===== config.mk =====
export PLATFORM = sky130hd
export DESIGN_NAME = interrupt_enable_flag_logic
export DESIGN_NICKNAME = d
export VERILOG_FILES = /design/src/hdl/irq_pkg.sv /design/src/hdl/reg_bus_if.sv /design/src/hdl/interrupt_enable_flag_logic.sv /design/src/hdl/pin_sync.sv /design/src/hdl/apb_reg_port.sv
export VERILOG_INCLUDE_DIRS = /design/src /design/src/hdl
export SDC_FILE = /design/constraint.sdc
export NUM_CORES = 1
export LEC_CHECK = 0
export CAP_MARGIN = 20
export CORE_MARGIN = 2
export CORE_UTILIZATION = 60
export DETAILED_ROUTE_END_ITERATION = 16
export DONT_BUFFER_PORTS = 1
export PLACE_DENSITY_LB_ADDON = 0.15
export SYNTH_ARGS = -nofsm -noshare
export SYNTH_HDL_FRONTEND = slang
export SYNTH_SLANG_ARGS = --single-unit

===== constraint.sdc =====
create_clock -name sys_clk -period 2.25 [get_ports sys_clk]
set_input_delay 0.45 -clock sys_clk [delete_from_list [all_inputs] [get_ports sys_clk]]
set_output_delay 0.45 -clock sys_clk [all_outputs]
set_load 0.01 [all_outputs]

===== src/hdl/irq_regs.svh =====
`ifndef IRQ_REGS_SVH
`define IRQ_REGS_SVH

// ==========================================================
// Register byte offsets
`define OFF_INTERRUPT_CONTROL 8'h00
`define OFF_PERIPHERAL_ENABLE_ONE 8'h04
`define OFF_OPTION 8'h08
`define OFF_PIN_CHANGE_FLAGS 8'h0C
`define OFF_IRQ_STATUS 8'h10
`define OFF_IRQ_MASK 8'h14

// ==========================================================
// Interrupt control bit positions
`define BIT_GLOBAL_IRQ_ENABLE 7
`define BIT_PERIPHERAL_IRQ_ENABLE 6
`define BIT_TIMER_ZERO_OVERFLOW_ENABLE 5
`define BIT_EXTERNAL_PIN_IRQ_ENABLE 4
`define BIT_PIN_CHANGE_IRQ_ENABLE 3
`define BIT_TIMER_ZERO_OVERFLOW_FLAG 2
`define BIT_EXTERNAL_PIN_IRQ_FLAG 1
`define BIT_PIN_CHANGE_SUMMARY_FLAG 0

// ==========================================================
// Peripheral enable one bit positions
`define BIT_TIMER_ONE_GATE_IRQ_ENABLE 7
`define BIT_CONVERTER_IRQ_ENABLE 6
`define BIT_SERIAL_RECEIVE_IRQ_ENABLE 5
`define BIT_SERIAL_TRANSMIT_IRQ_ENABLE 4
`define BIT_SYNC_SERIAL_IRQ_ENABLE 3
`define BIT_CAPTURE_UNIT_IRQ_ENABLE 2
`define BIT_TIMER_TWO_MATCH_IRQ_ENABLE 1
`define BIT_TIMER_ONE_OVERFLOW_ENABLE 0

// ==========================================================
// Option and status bit positions
`define BIT_EXTERNAL_EDGE_SELECT 0
`define EVT_TIMER_ZERO 0
`define EVT_EXTERNAL_PIN 1
`define EVT_PIN_CHANGE 2
`define EVT_VECTOR_TAKEN 3

// ==========================================================
// Reset values and constants
`define RST_REG8 8'h00
`define RST_EVT4 4'h0
`define RST_WORD32 32'h0000_0000
`define IRQ_VECTOR_ADDR 16'h0004

`endif


===== src/hdl/irq_pkg.sv =====
`default_nettype none

package irq_pkg;
  typedef logic [7:0] reg8_type;
  typedef logic [7:0] addr_type;
  typedef logic [31:0] word_type;
  typedef logic [3:0] evt_type;
  typedef logic [15:0] pc_type;
endpackage

`default_nettype wire


===== src/hdl/reg_bus_if.sv =====
`default_nettype none

// ==========================================================
// Register access between the bus port and the block core
interface reg_bus_if;
  import irq_pkg::*;
  logic wr;
  addr_type addr;
  word_type wdata;
  word_type rdata;
  logic hit;
  modport port (output wr, output addr, output wdata, input rdata, input hit);
  modport core (input wr, input addr, input wdata, output rdata, output hit);
endinterface

`default_nettype wire


===== src/hdl/interrupt_enable_flag_logic.sv =====
// Notes on behaviour
// - Pin-change summary flag, bit 0, is set while any pin-change flag is set.
// - Summary flag is read-only; clears only after software clears all pin-change flags.
// - Every flag sets on its event whatever the enables say.
// - External-pin flag sits at bit 1; 1 means the event occurred.
// - Peripheral enable bit 6 gates the converter-complete request.
// - Peripheral enable bit 5 gates the serial receive request.
// - Peripheral enable register, converter bit included, resets to zero.
// - Global enable low blocks requests; pending ones are served once set again.
// - External flag sets on rising edge when edge-select is 1, falling when 0.
// - Taking an interrupt clears global enable and loads vector 0004h.
// - Return from interrupt sets global enable again.
//
// Design decisions made here: the register offsets and the APB register port.
`default_nettype none
`include "irq_regs.svh"

module interrupt_enable_flag_logic #(
  parameter int PIN_CHANGE_COUNT = 8
) (
  input wire logic sys_clk,
  input wire logic rstn,
  input wire logic clk_en,
  input wire logic psel,
  input wire logic penable,
  input wire logic pwrite,
  input wire irq_pkg::addr_type paddr,
  input wire irq_pkg::word_type pwdata,
  output irq_pkg::word_type prdata,
  output logic pready,
  output logic pslverr,
  input wire logic timer_zero_overflow_evt,
  input wire logic external_irq_pin,
  input wire logic [PIN_CHANGE_COUNT-1:0] pin_change_pins,
  input wire irq_pkg::reg8_type peripheral_flags,
  input wire logic core_irq_ack,
  input wire logic return_from_interrupt,
  output logic core_irq_request,
  output logic vector_load,
  output irq_pkg::pc_type vector_addr,
  output logic irq_out
);
  import irq_pkg::*;

  // ==========================================================
  // Declarations
  reg_bus_if bus ();
  logic ext_rise, ext_fall;
  logic [PIN_CHANGE_COUNT-1:0] pc_rise, pc_fall;
  reg8_type interrupt_control_q, interrupt_control_d;
  reg8_type peripheral_interrupt_enable_one_q, peripheral_interrupt_enable_one_d;
  logic edge_sel_q, edge_sel_d;
  logic [PIN_CHANGE_COUNT-1:0] pc_flags_q, pc_flags_d;
  evt_type status_q, status_d;
  evt_type mask_q, mask_d;
  logic vector_load_q, vector_load_d;
  logic ext_event, pc_event, summary, take;
  evt_type events;

  if (PIN_CHANGE_COUNT < 1 || PIN_CHANGE_COUNT > 8) begin : g_bad_count
    $error("PIN_CHANGE_COUNT must be 1 to 8");
  end

  function automatic logic is_reg(input addr_type a, input addr_type off);
    return a == off;
  endfunction

  // ==========================================================
  // Bus port and pin synchronisers
  apb_reg_port u_port (
    .sys_clk(sys_clk),
    .rstn(rstn),
    .clk_en(clk_en),
    .psel(psel),
    .penable(penable),
    .pwrite(pwrite),
    .paddr(paddr),
    .pwdata(pwdata),
    .prdata(prdata),
    .pready(pready),
    .pslverr(pslverr),
    .bus(bus.port)
  );

  pin_sync #(.WIDTH(1)) u_ext_sync (
    .sys_clk(sys_clk),
    .rstn(rstn),
    .clk_en(clk_en),
    .pin(external_irq_pin),
    .rise(ext_rise),
    .fall(ext_fall)
  );

  pin_sync #(.WIDTH(PIN_CHANGE_COUNT)) u_pc_sync (
    .sys_clk(sys_clk),
    .rstn(rstn),
    .clk_en(clk_en),
    .pin(pin_change_pins),
    .rise(pc_rise),
    .fall(pc_fall)
  );

  // ==========================================================
  // Request combining
  always_comb begin
    ext_event = edge_sel_q ? ext_rise : ext_fall;
    pc_event = |(pc_rise | pc_fall);
    summary = |pc_flags_q;
    // Flags stay set while global enable is low, so they are served later
    core_irq_request = interrupt_control_q[`BIT_GLOBAL_IRQ_ENABLE] & (
      (interrupt_control_q[`BIT_TIMER_ZERO_OVERFLOW_ENABLE] & interrupt_control_q[`BIT_TIMER_ZERO_OVERFLOW_FLAG]) |
      (interrupt_control_q[`BIT_EXTERNAL_PIN_IRQ_ENABLE] & interrupt_control_q[`BIT_EXTERNAL_PIN_IRQ_FLAG]) |
      (interrupt_control_q[`BIT_PIN_CHANGE_IRQ_ENABLE] & summary) |
      (interrupt_control_q[`BIT_PERIPHERAL_IRQ_ENABLE] & (|(peripheral_interrupt_enable_one_q & peripheral_flags))));
    take = clk_en & core_irq_ack & core_irq_request;
    events = '0;
    events[`EVT_TIMER_ZERO] = clk_en & timer_zero_overflow_evt;
    events[`EVT_EXTERNAL_PIN] = ext_event;
    events[`EVT_PIN_CHANGE] = pc_event;
    events[`EVT_VECTOR_TAKEN] = take;
    vector_load = vector_load_q;
    vector_addr = `IRQ_VECTOR_ADDR;
    irq_out = |(status_q & mask_q);
  end

  // ==========================================================
  // Register read decode
  always_comb begin
    bus.rdata = `RST_WORD32;
    bus.hit = 1'b1;
    if (is_reg(bus.addr, `OFF_INTERRUPT_CONTROL)) begin
      bus.rdata[7:0] = interrupt_control_q;
      bus.rdata[`BIT_PIN_CHANGE_SUMMARY_FLAG] = summary;
    end else if (is_reg(bus.addr, `OFF_PERIPHERAL_ENABLE_ONE)) begin
      bus.rdata[7:0] = peripheral_interrupt_enable_one_q;
    end else if (is_reg(bus.addr, `OFF_OPTION)) begin
      bus.rdata[`BIT_EXTERNAL_EDGE_SELECT] = edge_sel_q;
    end else if (is_reg(bus.addr, `OFF_PIN_CHANGE_FLAGS)) begin
      bus.rdata[PIN_CHANGE_COUNT-1:0] = pc_flags_q;
    end else if (is_reg(bus.addr, `OFF_IRQ_STATUS)) begin
      bus.rdata[3:0] = status_q;
    end else if (is_reg(bus.addr, `OFF_IRQ_MASK)) begin
      bus.rdata[3:0] = mask_q;
    end else begin
      bus.hit = 1'b0;
    end
  end

  // ==========================================================
  // Next-state logic; hardware set always wins over a software clear
  always_comb begin
    interrupt_control_d = interrupt_control_q;
    peripheral_interrupt_enable_one_d = peripheral_interrupt_enable_one_q;
    edge_sel_d = edge_sel_q;
    pc_flags_d = pc_flags_q;
    status_d = status_q;
    mask_d = mask_q;
    vector_load_d = clk_en ? take : vector_load_q;
    if (bus.wr && is_reg(bus.addr, `OFF_INTERRUPT_CONTROL)) begin
      // Summary bit is not stored from the bus: it is read-only
      interrupt_control_d[7:1] = bus.wdata[7:1];
    end
    if (bus.wr && is_reg(bus.addr, `OFF_PERIPHERAL_ENABLE_ONE)) begin
      peripheral_interrupt_enable_one_d = bus.wdata[7:0];
    end
    if (bus.wr && is_reg(bus.addr, `OFF_OPTION)) begin
      edge_sel_d = bus.wdata[`BIT_EXTERNAL_EDGE_SELECT];
    end
    if (bus.wr && is_reg(bus.addr, `OFF_PIN_CHANGE_FLAGS)) begin
      // Writing 0 clears a flag, writing 1 leaves it
      pc_flags_d = pc_flags_q & bus.wdata[PIN_CHANGE_COUNT-1:0];
    end
    if (bus.wr && is_reg(bus.addr, `OFF_IRQ_STATUS)) begin
      status_d = status_q & ~bus.wdata[3:0];
    end
    if (bus.wr && is_reg(bus.addr, `OFF_IRQ_MASK)) begin
      mask_d = bus.wdata[3:0];
    end
    pc_flags_d = pc_flags_d | pc_rise | pc_fall;
    if (events[`EVT_TIMER_ZERO]) begin
      interrupt_control_d[`BIT_TIMER_ZERO_OVERFLOW_FLAG] = 1'b1;
    end
    if (ext_event) begin
      interrupt_control_d[`BIT_EXTERNAL_PIN_IRQ_FLAG] = 1'b1;
    end
    if (clk_en && return_from_interrupt) begin
      interrupt_control_d[`BIT_GLOBAL_IRQ_ENABLE] = 1'b1;
    end
    // Acceptance wins if both arrive together, so no request slips past
    if (take) begin
      interrupt_control_d[`BIT_GLOBAL_IRQ_ENABLE] = 1'b0;
    end
    interrupt_control_d[`BIT_PIN_CHANGE_SUMMARY_FLAG] = 1'b0;
    status_d = status_d | events;
  end

  always_ff @(posedge sys_clk or negedge rstn) begin
    if (!rstn) begin
      interrupt_control_q <= `RST_REG8;
      peripheral_interrupt_enable_one_q <= `RST_REG8;
      edge_sel_q <= 1'b0;
      pc_flags_q <= '0;
      status_q <= `RST_EVT4;
      mask_q <= `RST_EVT4;
      vector_load_q <= 1'b0;
    end else begin
      interrupt_control_q <= interrupt_control_d;
      peripheral_interrupt_enable_one_q <= peripheral_interrupt_enable_one_d;
      edge_sel_q <= edge_sel_d;
      pc_flags_q <= pc_flags_d;
      status_q <= status_d;
      mask_q <= mask_d;
      vector_load_q <= vector_load_d;
    end
  end
endmodule

`default_nettype wire


===== src/hdl/pin_sync.sv =====
`default_nettype none
`include "irq_regs.svh"

// ==========================================================
// Two-stage synchroniser with edge detect, one per pin
module pin_sync #(
  parameter int WIDTH = 8
) (
  input wire logic sys_clk,
  input wire logic rstn,
  input wire logic clk_en,
  input wire logic [WIDTH-1:0] pin,
  output logic [WIDTH-1:0] rise,
  output logic [WIDTH-1:0] fall
);
  logic [WIDTH-1:0] meta_q, meta_d;
  logic [WIDTH-1:0] sync_q, sync_d;
  logic [WIDTH-1:0] prev_q, prev_d;

  if (WIDTH < 1 || WIDTH > 32) begin : g_bad_width
    $error("pin_sync WIDTH must be 1 to 32");
  end

  // Edges are judged only on the second stage, never on the metastable first
  for (genvar i = 0; i < WIDTH; i++) begin : g_bit
    always_comb begin
      meta_d[i] = clk_en ? pin[i] : meta_q[i];
      sync_d[i] = clk_en ? meta_q[i] : sync_q[i];
      prev_d[i] = clk_en ? sync_q[i] : prev_q[i];
      rise[i] = clk_en & sync_q[i] & ~prev_q[i];
      fall[i] = clk_en & ~sync_q[i] & prev_q[i];
    end
  end

  always_ff @(posedge sys_clk or negedge rstn) begin
    if (!rstn) begin
      meta_q <= '0;
      sync_q <= '0;
      prev_q <= '0;
    end else begin
      meta_q <= meta_d;
      sync_q <= sync_d;
      prev_q <= prev_d;
    end
  end
endmodule

`default_nettype wire


===== src/hdl/apb_reg_port.sv =====
`default_nettype none
`include "irq_regs.svh"

// ==========================================================
// APB slave: zero wait states while clk_en is high, read data captured in setup
module apb_reg_port (
  input wire logic sys_clk,
  input wire logic rstn,
  input wire logic clk_en,
  input wire logic psel,
  input wire logic penable,
  input wire logic pwrite,
  input wire irq_pkg::addr_type paddr,
  input wire irq_pkg::word_type pwdata,
  output irq_pkg::word_type prdata,
  output logic pready,
  output logic pslverr,
  reg_bus_if.port bus
);
  import irq_pkg::*;
  word_type rdata_q, rdata_d;
  logic err_q, err_d;

  always_comb begin
    bus.addr = paddr;
    bus.wdata = pwdata;
    // A write takes effect only at the edge that completes the access
    bus.wr = clk_en & psel & penable & pwrite & bus.hit;
    rdata_d = rdata_q;
    err_d = err_q;
    if (clk_en && psel && !penable) begin
      rdata_d = (!pwrite && bus.hit) ? bus.rdata : `RST_WORD32;
      err_d = ~bus.hit;
    end
    // Frozen clock enable stalls the access rather than losing it
    pready = clk_en;
    pslverr = psel & penable & err_q;
    prdata = rdata_q;
  end

  always_ff @(posedge sys_clk or negedge rstn) begin
    if (!rstn) begin
      rdata_q <= `RST_WORD32;
      err_q <= 1'b0;
    end else begin
      rdata_q <= rdata_d;
      err_q <= err_d;
    end
  end
endmodule

`default_nettype wire


==> run summary <==
drt first pass iters - 4
sequential cell area - 1727 um2
Syn Area/Cell - 11.04 um2
Final Hold Violating Endpoints - 0
dpl cells - 388
Synth async-reset ratio - 100.0%
Final min period - 2.119 ns
WP data arrival - 1.67 ns
Die H - 81.57 um
worst setup margin - 0.1310 ns
vias in the first global route - 2260
Least-Margin Pin Slew - 0.5229 ns
status - finished clean
initial drt markers - 166
Bufs on Longest Clock Path - 2
Critical Path RT - 1.80 ns
slowest cell on the critical path - dfrtp_1
top-area cell type share of the netlist area - 47.83%
core footprint - 5851 um2
Tcrit/Tclk final - 94.18%
Top FF cell, synth - dfrtp_1
Hold Crit Class - primary input to flip-flop
Avg WL per Cell - 17.87 um
Crit Path Class - flip-flop to output port
GRT Util Overall - 23.63%
Slew HR - 64.85%
Critical Path End Type - output port
Sw Ratio - 25.52%
Setup Viol. Count Final - 0
sequential fraction of the synthesis area - 47.83%
starting density of the core - 61.70%
pwr/cell area - 661.4 nW/um2
die span in x - 81.57 um
P_leak - 1.650 nW
gpl congestion - 0.8412
Worst-path clk slew - 0.07 ns
Post-synth EDFFs - 0
GR Overflow Total - 0
share of total power in the clock network - 32.8%
Multi-input gate area - 1667 um2
skew final - 0.009337 ns
CTS root buffer - clkbuf_8
via count - 2363
DRT antenna net count - 0
max incr delay on CP - 0.41 ns
combinational share of power - 10.8%
drt drc - 0
crit start category - flip-flop
share of post-route cells with drive strength above 1 - 21.28%
Fmax achieved - 471.9 MHz
Synth Register Bits - 69
# rows - 28
synthesized area - 3610 um2
# IOs - 119
P_int - 0.001829 W
Sw Pwr - 0.0006266 W
final WL - 7218 um
cts bufs inserted - 9
worst skew pair latency - 0.34 ns
Sequential Power Share - 56.4%
RSZ-0062 raised after global routing - no
area grow syn2layout - 2.842%
TritonCTS clock tree - done
CTS Sinks - 69
maxcap violations - 0
largest net degree at the start of global routing - 70
Netlist cell types - 43
Final nets - 392
total negative slack - 0 ns
initial antenna violation count - 0
final cell count without fillers - 404
post-detail-place hpwl - 5049 um
Port Buffer Count - 0
top cells by count, synth - dfrtp_1 (69), mux2_2 (44), buf_4 (41)
Die ar. - 6653 um2
critical path cell sequence - nor4_2 > nand2_1 > a221oi_2 > nor2b_1
count leader, synth - dfrtp_1
critical-path maximum fanout - 3
H-tree Lvls - 3
Slew Limit Fails - 0
VDD IR max - 0.4566 mV
Area contributors post-synth - dfrtp_1 (48%), mux2_2 (14%), buf_4 (8.5%)
post-place setup slack - 0.2988 ns
first-pass GRT wire length - 11490 um
via/cell ratio - 5.849
# diodes - 0
Mapped Cells - 327
post-synth top area cell - dfrtp_1
FILL cells - 490
Yosys warning total - 0
## sequential cells by signal, indices dropped and copies added, names as in the netlist
register                           flops
interrupt_control_q                    7
u_pc_sync.meta_q                       8
u_ext_sync.meta_q                      1
u_port.err_q                           1
u_pc_sync.sync_q                       8
u_ext_sync.prev_q                      1
u_pc_sync.prev_q                       8
pc_flags_q                             8
u_ext_sync.sync_q                      1
mask_q                                 4
vector_load                            1
u_port.prdata                          8
status_q                               4
edge_sel_q                             1
peripheral_interrupt_enable_one_q      8
## logic make-up after synthesis
group	share of synthesized area, %
flip-flops	47.83
XOR/XNOR	1.941
AO/OA/AOI/OAI	10.81
AND/OR/NAND/NOR	12.24
buffers and inverters	10.47
other	0.2080
multiplexers	16.50
## worst max-delay path, delay by kind of cell (launching register included)
family / cells / cell delay (ns)
AOI/OAI and AO/OA: 1 / 0.34
DFF: 1 / 0.41
and+or+nand+nor: 3 / 0.58
## per-stage QoR
| stage | cell area (um2) | utilization (%) | power [W] | hold slack, ns |
|---|---|---|---|---|
| 6_report | 3712 | 63.45 | 0.002455 | 0.2048 |
| 5_1_grt | 3712 | 63.45 | 0.002573 | 0.1927 |
| 4_1_cts | 3700 | 63.24 | 0.002474 | 0.1982 |
| 3_5_place_dp | 3510 | 59.99 | 0.001642 | 0.1558 |
| 3_3_place_gp | 3510 | 59.99 | 0.001629 | 0.1556 |
| 2_1_floorplan | 3752 | - | 0.001671 | 0.1544 |
## layer usage
metal  routed length [um]  GRT usage, %  share of wire [%]  up-vias
met3                  566         5.934                7.8       10
li1                     -             -                  -     1095
met5                    0             0                  0        -
met2                 3501         35.98                 49       97
met4                   96         8.814                1.3        0
met1                 3054         32.82                 42     1161
## final cells by class
type | count | share of cell area [%]
clock buffer | 11 | 3.539
multi-input combinational | 237 | 44.89
timing repair buffer | 6 | 1.820
inverter | 3 | 0.3033
sequential | 69 | 46.51
clock inverter | 3 | 0.4044
tap | 75 | 2.528
## power by group through the flow
stage | registers [W] | clock network (W) | logic (W)
floorplan | 0.00139 | 0 | 0.000281
global placement | 0.00140 | 0 | 0.000228
detailed placement | 0.00141 | 0 | 0.000235
CTS | 0.00138 | 0.000819 | 0.000270
global route | 0.00139 | 0.000877 | 0.000304
finish | 0.00138 | 0.000805 | 0.000266
## placed cells by master (no fill, tap or decap), types with 2 or more instances in the layout
master,instances
a21oi_1,4
a22o_1,12
a22oi_1,6
a311oi_1,3
a31oi_1,4
buf_4,4
clkbuf_1,2
clkbuf_8,9
clkinv_2,3
conb_1,40
dfrtp_1,69
inv_1,3
mux2_2,44
mux2i_1,10
nand2_1,27
nand3_1,3
nand4_1,4
nor2_1,16
nor2b_1,4
nor3_1,4
nor4_1,3
nor4_2,4
o21ai_0,10
o31ai_1,3
o41ai_1,4
or3_1,8
xor2_1,8
## final timing paths
check	startpoint	to	slack [ns]	depth (start not counted)
setup / recovery	pc_flags_q[2]$_DFF_PN0_	core_irq_request	0.13	4
hold / removal	pwrite	u_port.prdata[6]$_DFFE_PN0P_	0.20	1
setup reg to reg	pc_flags_q[2]$_DFF_PN0_	interrupt_control_q[7]$_DFFE_PN0P_	0.65	5
hold reg to reg	u_port.err_q$_DFFE_PN0P_	u_port.err_q$_DFFE_PN0P_	0.48	2
max in group asynchronous	rstn	interrupt_control_q[6]$_DFFE_PN0P_	1.31	2
min in group asynchronous	rstn	u_pc_sync.meta_q[1]$_DFFE_PN0P_	0.65	2
## repair_timing
item | CTS | global route
resized for setup | 1 | 2
hold buffers | 2 | 0
setup buffers | 0 | 0
endpoints found under the hold margin | 69 | 0
setup endpoints to repair | 1 | 1
Power figures use the tool's default switching activity.
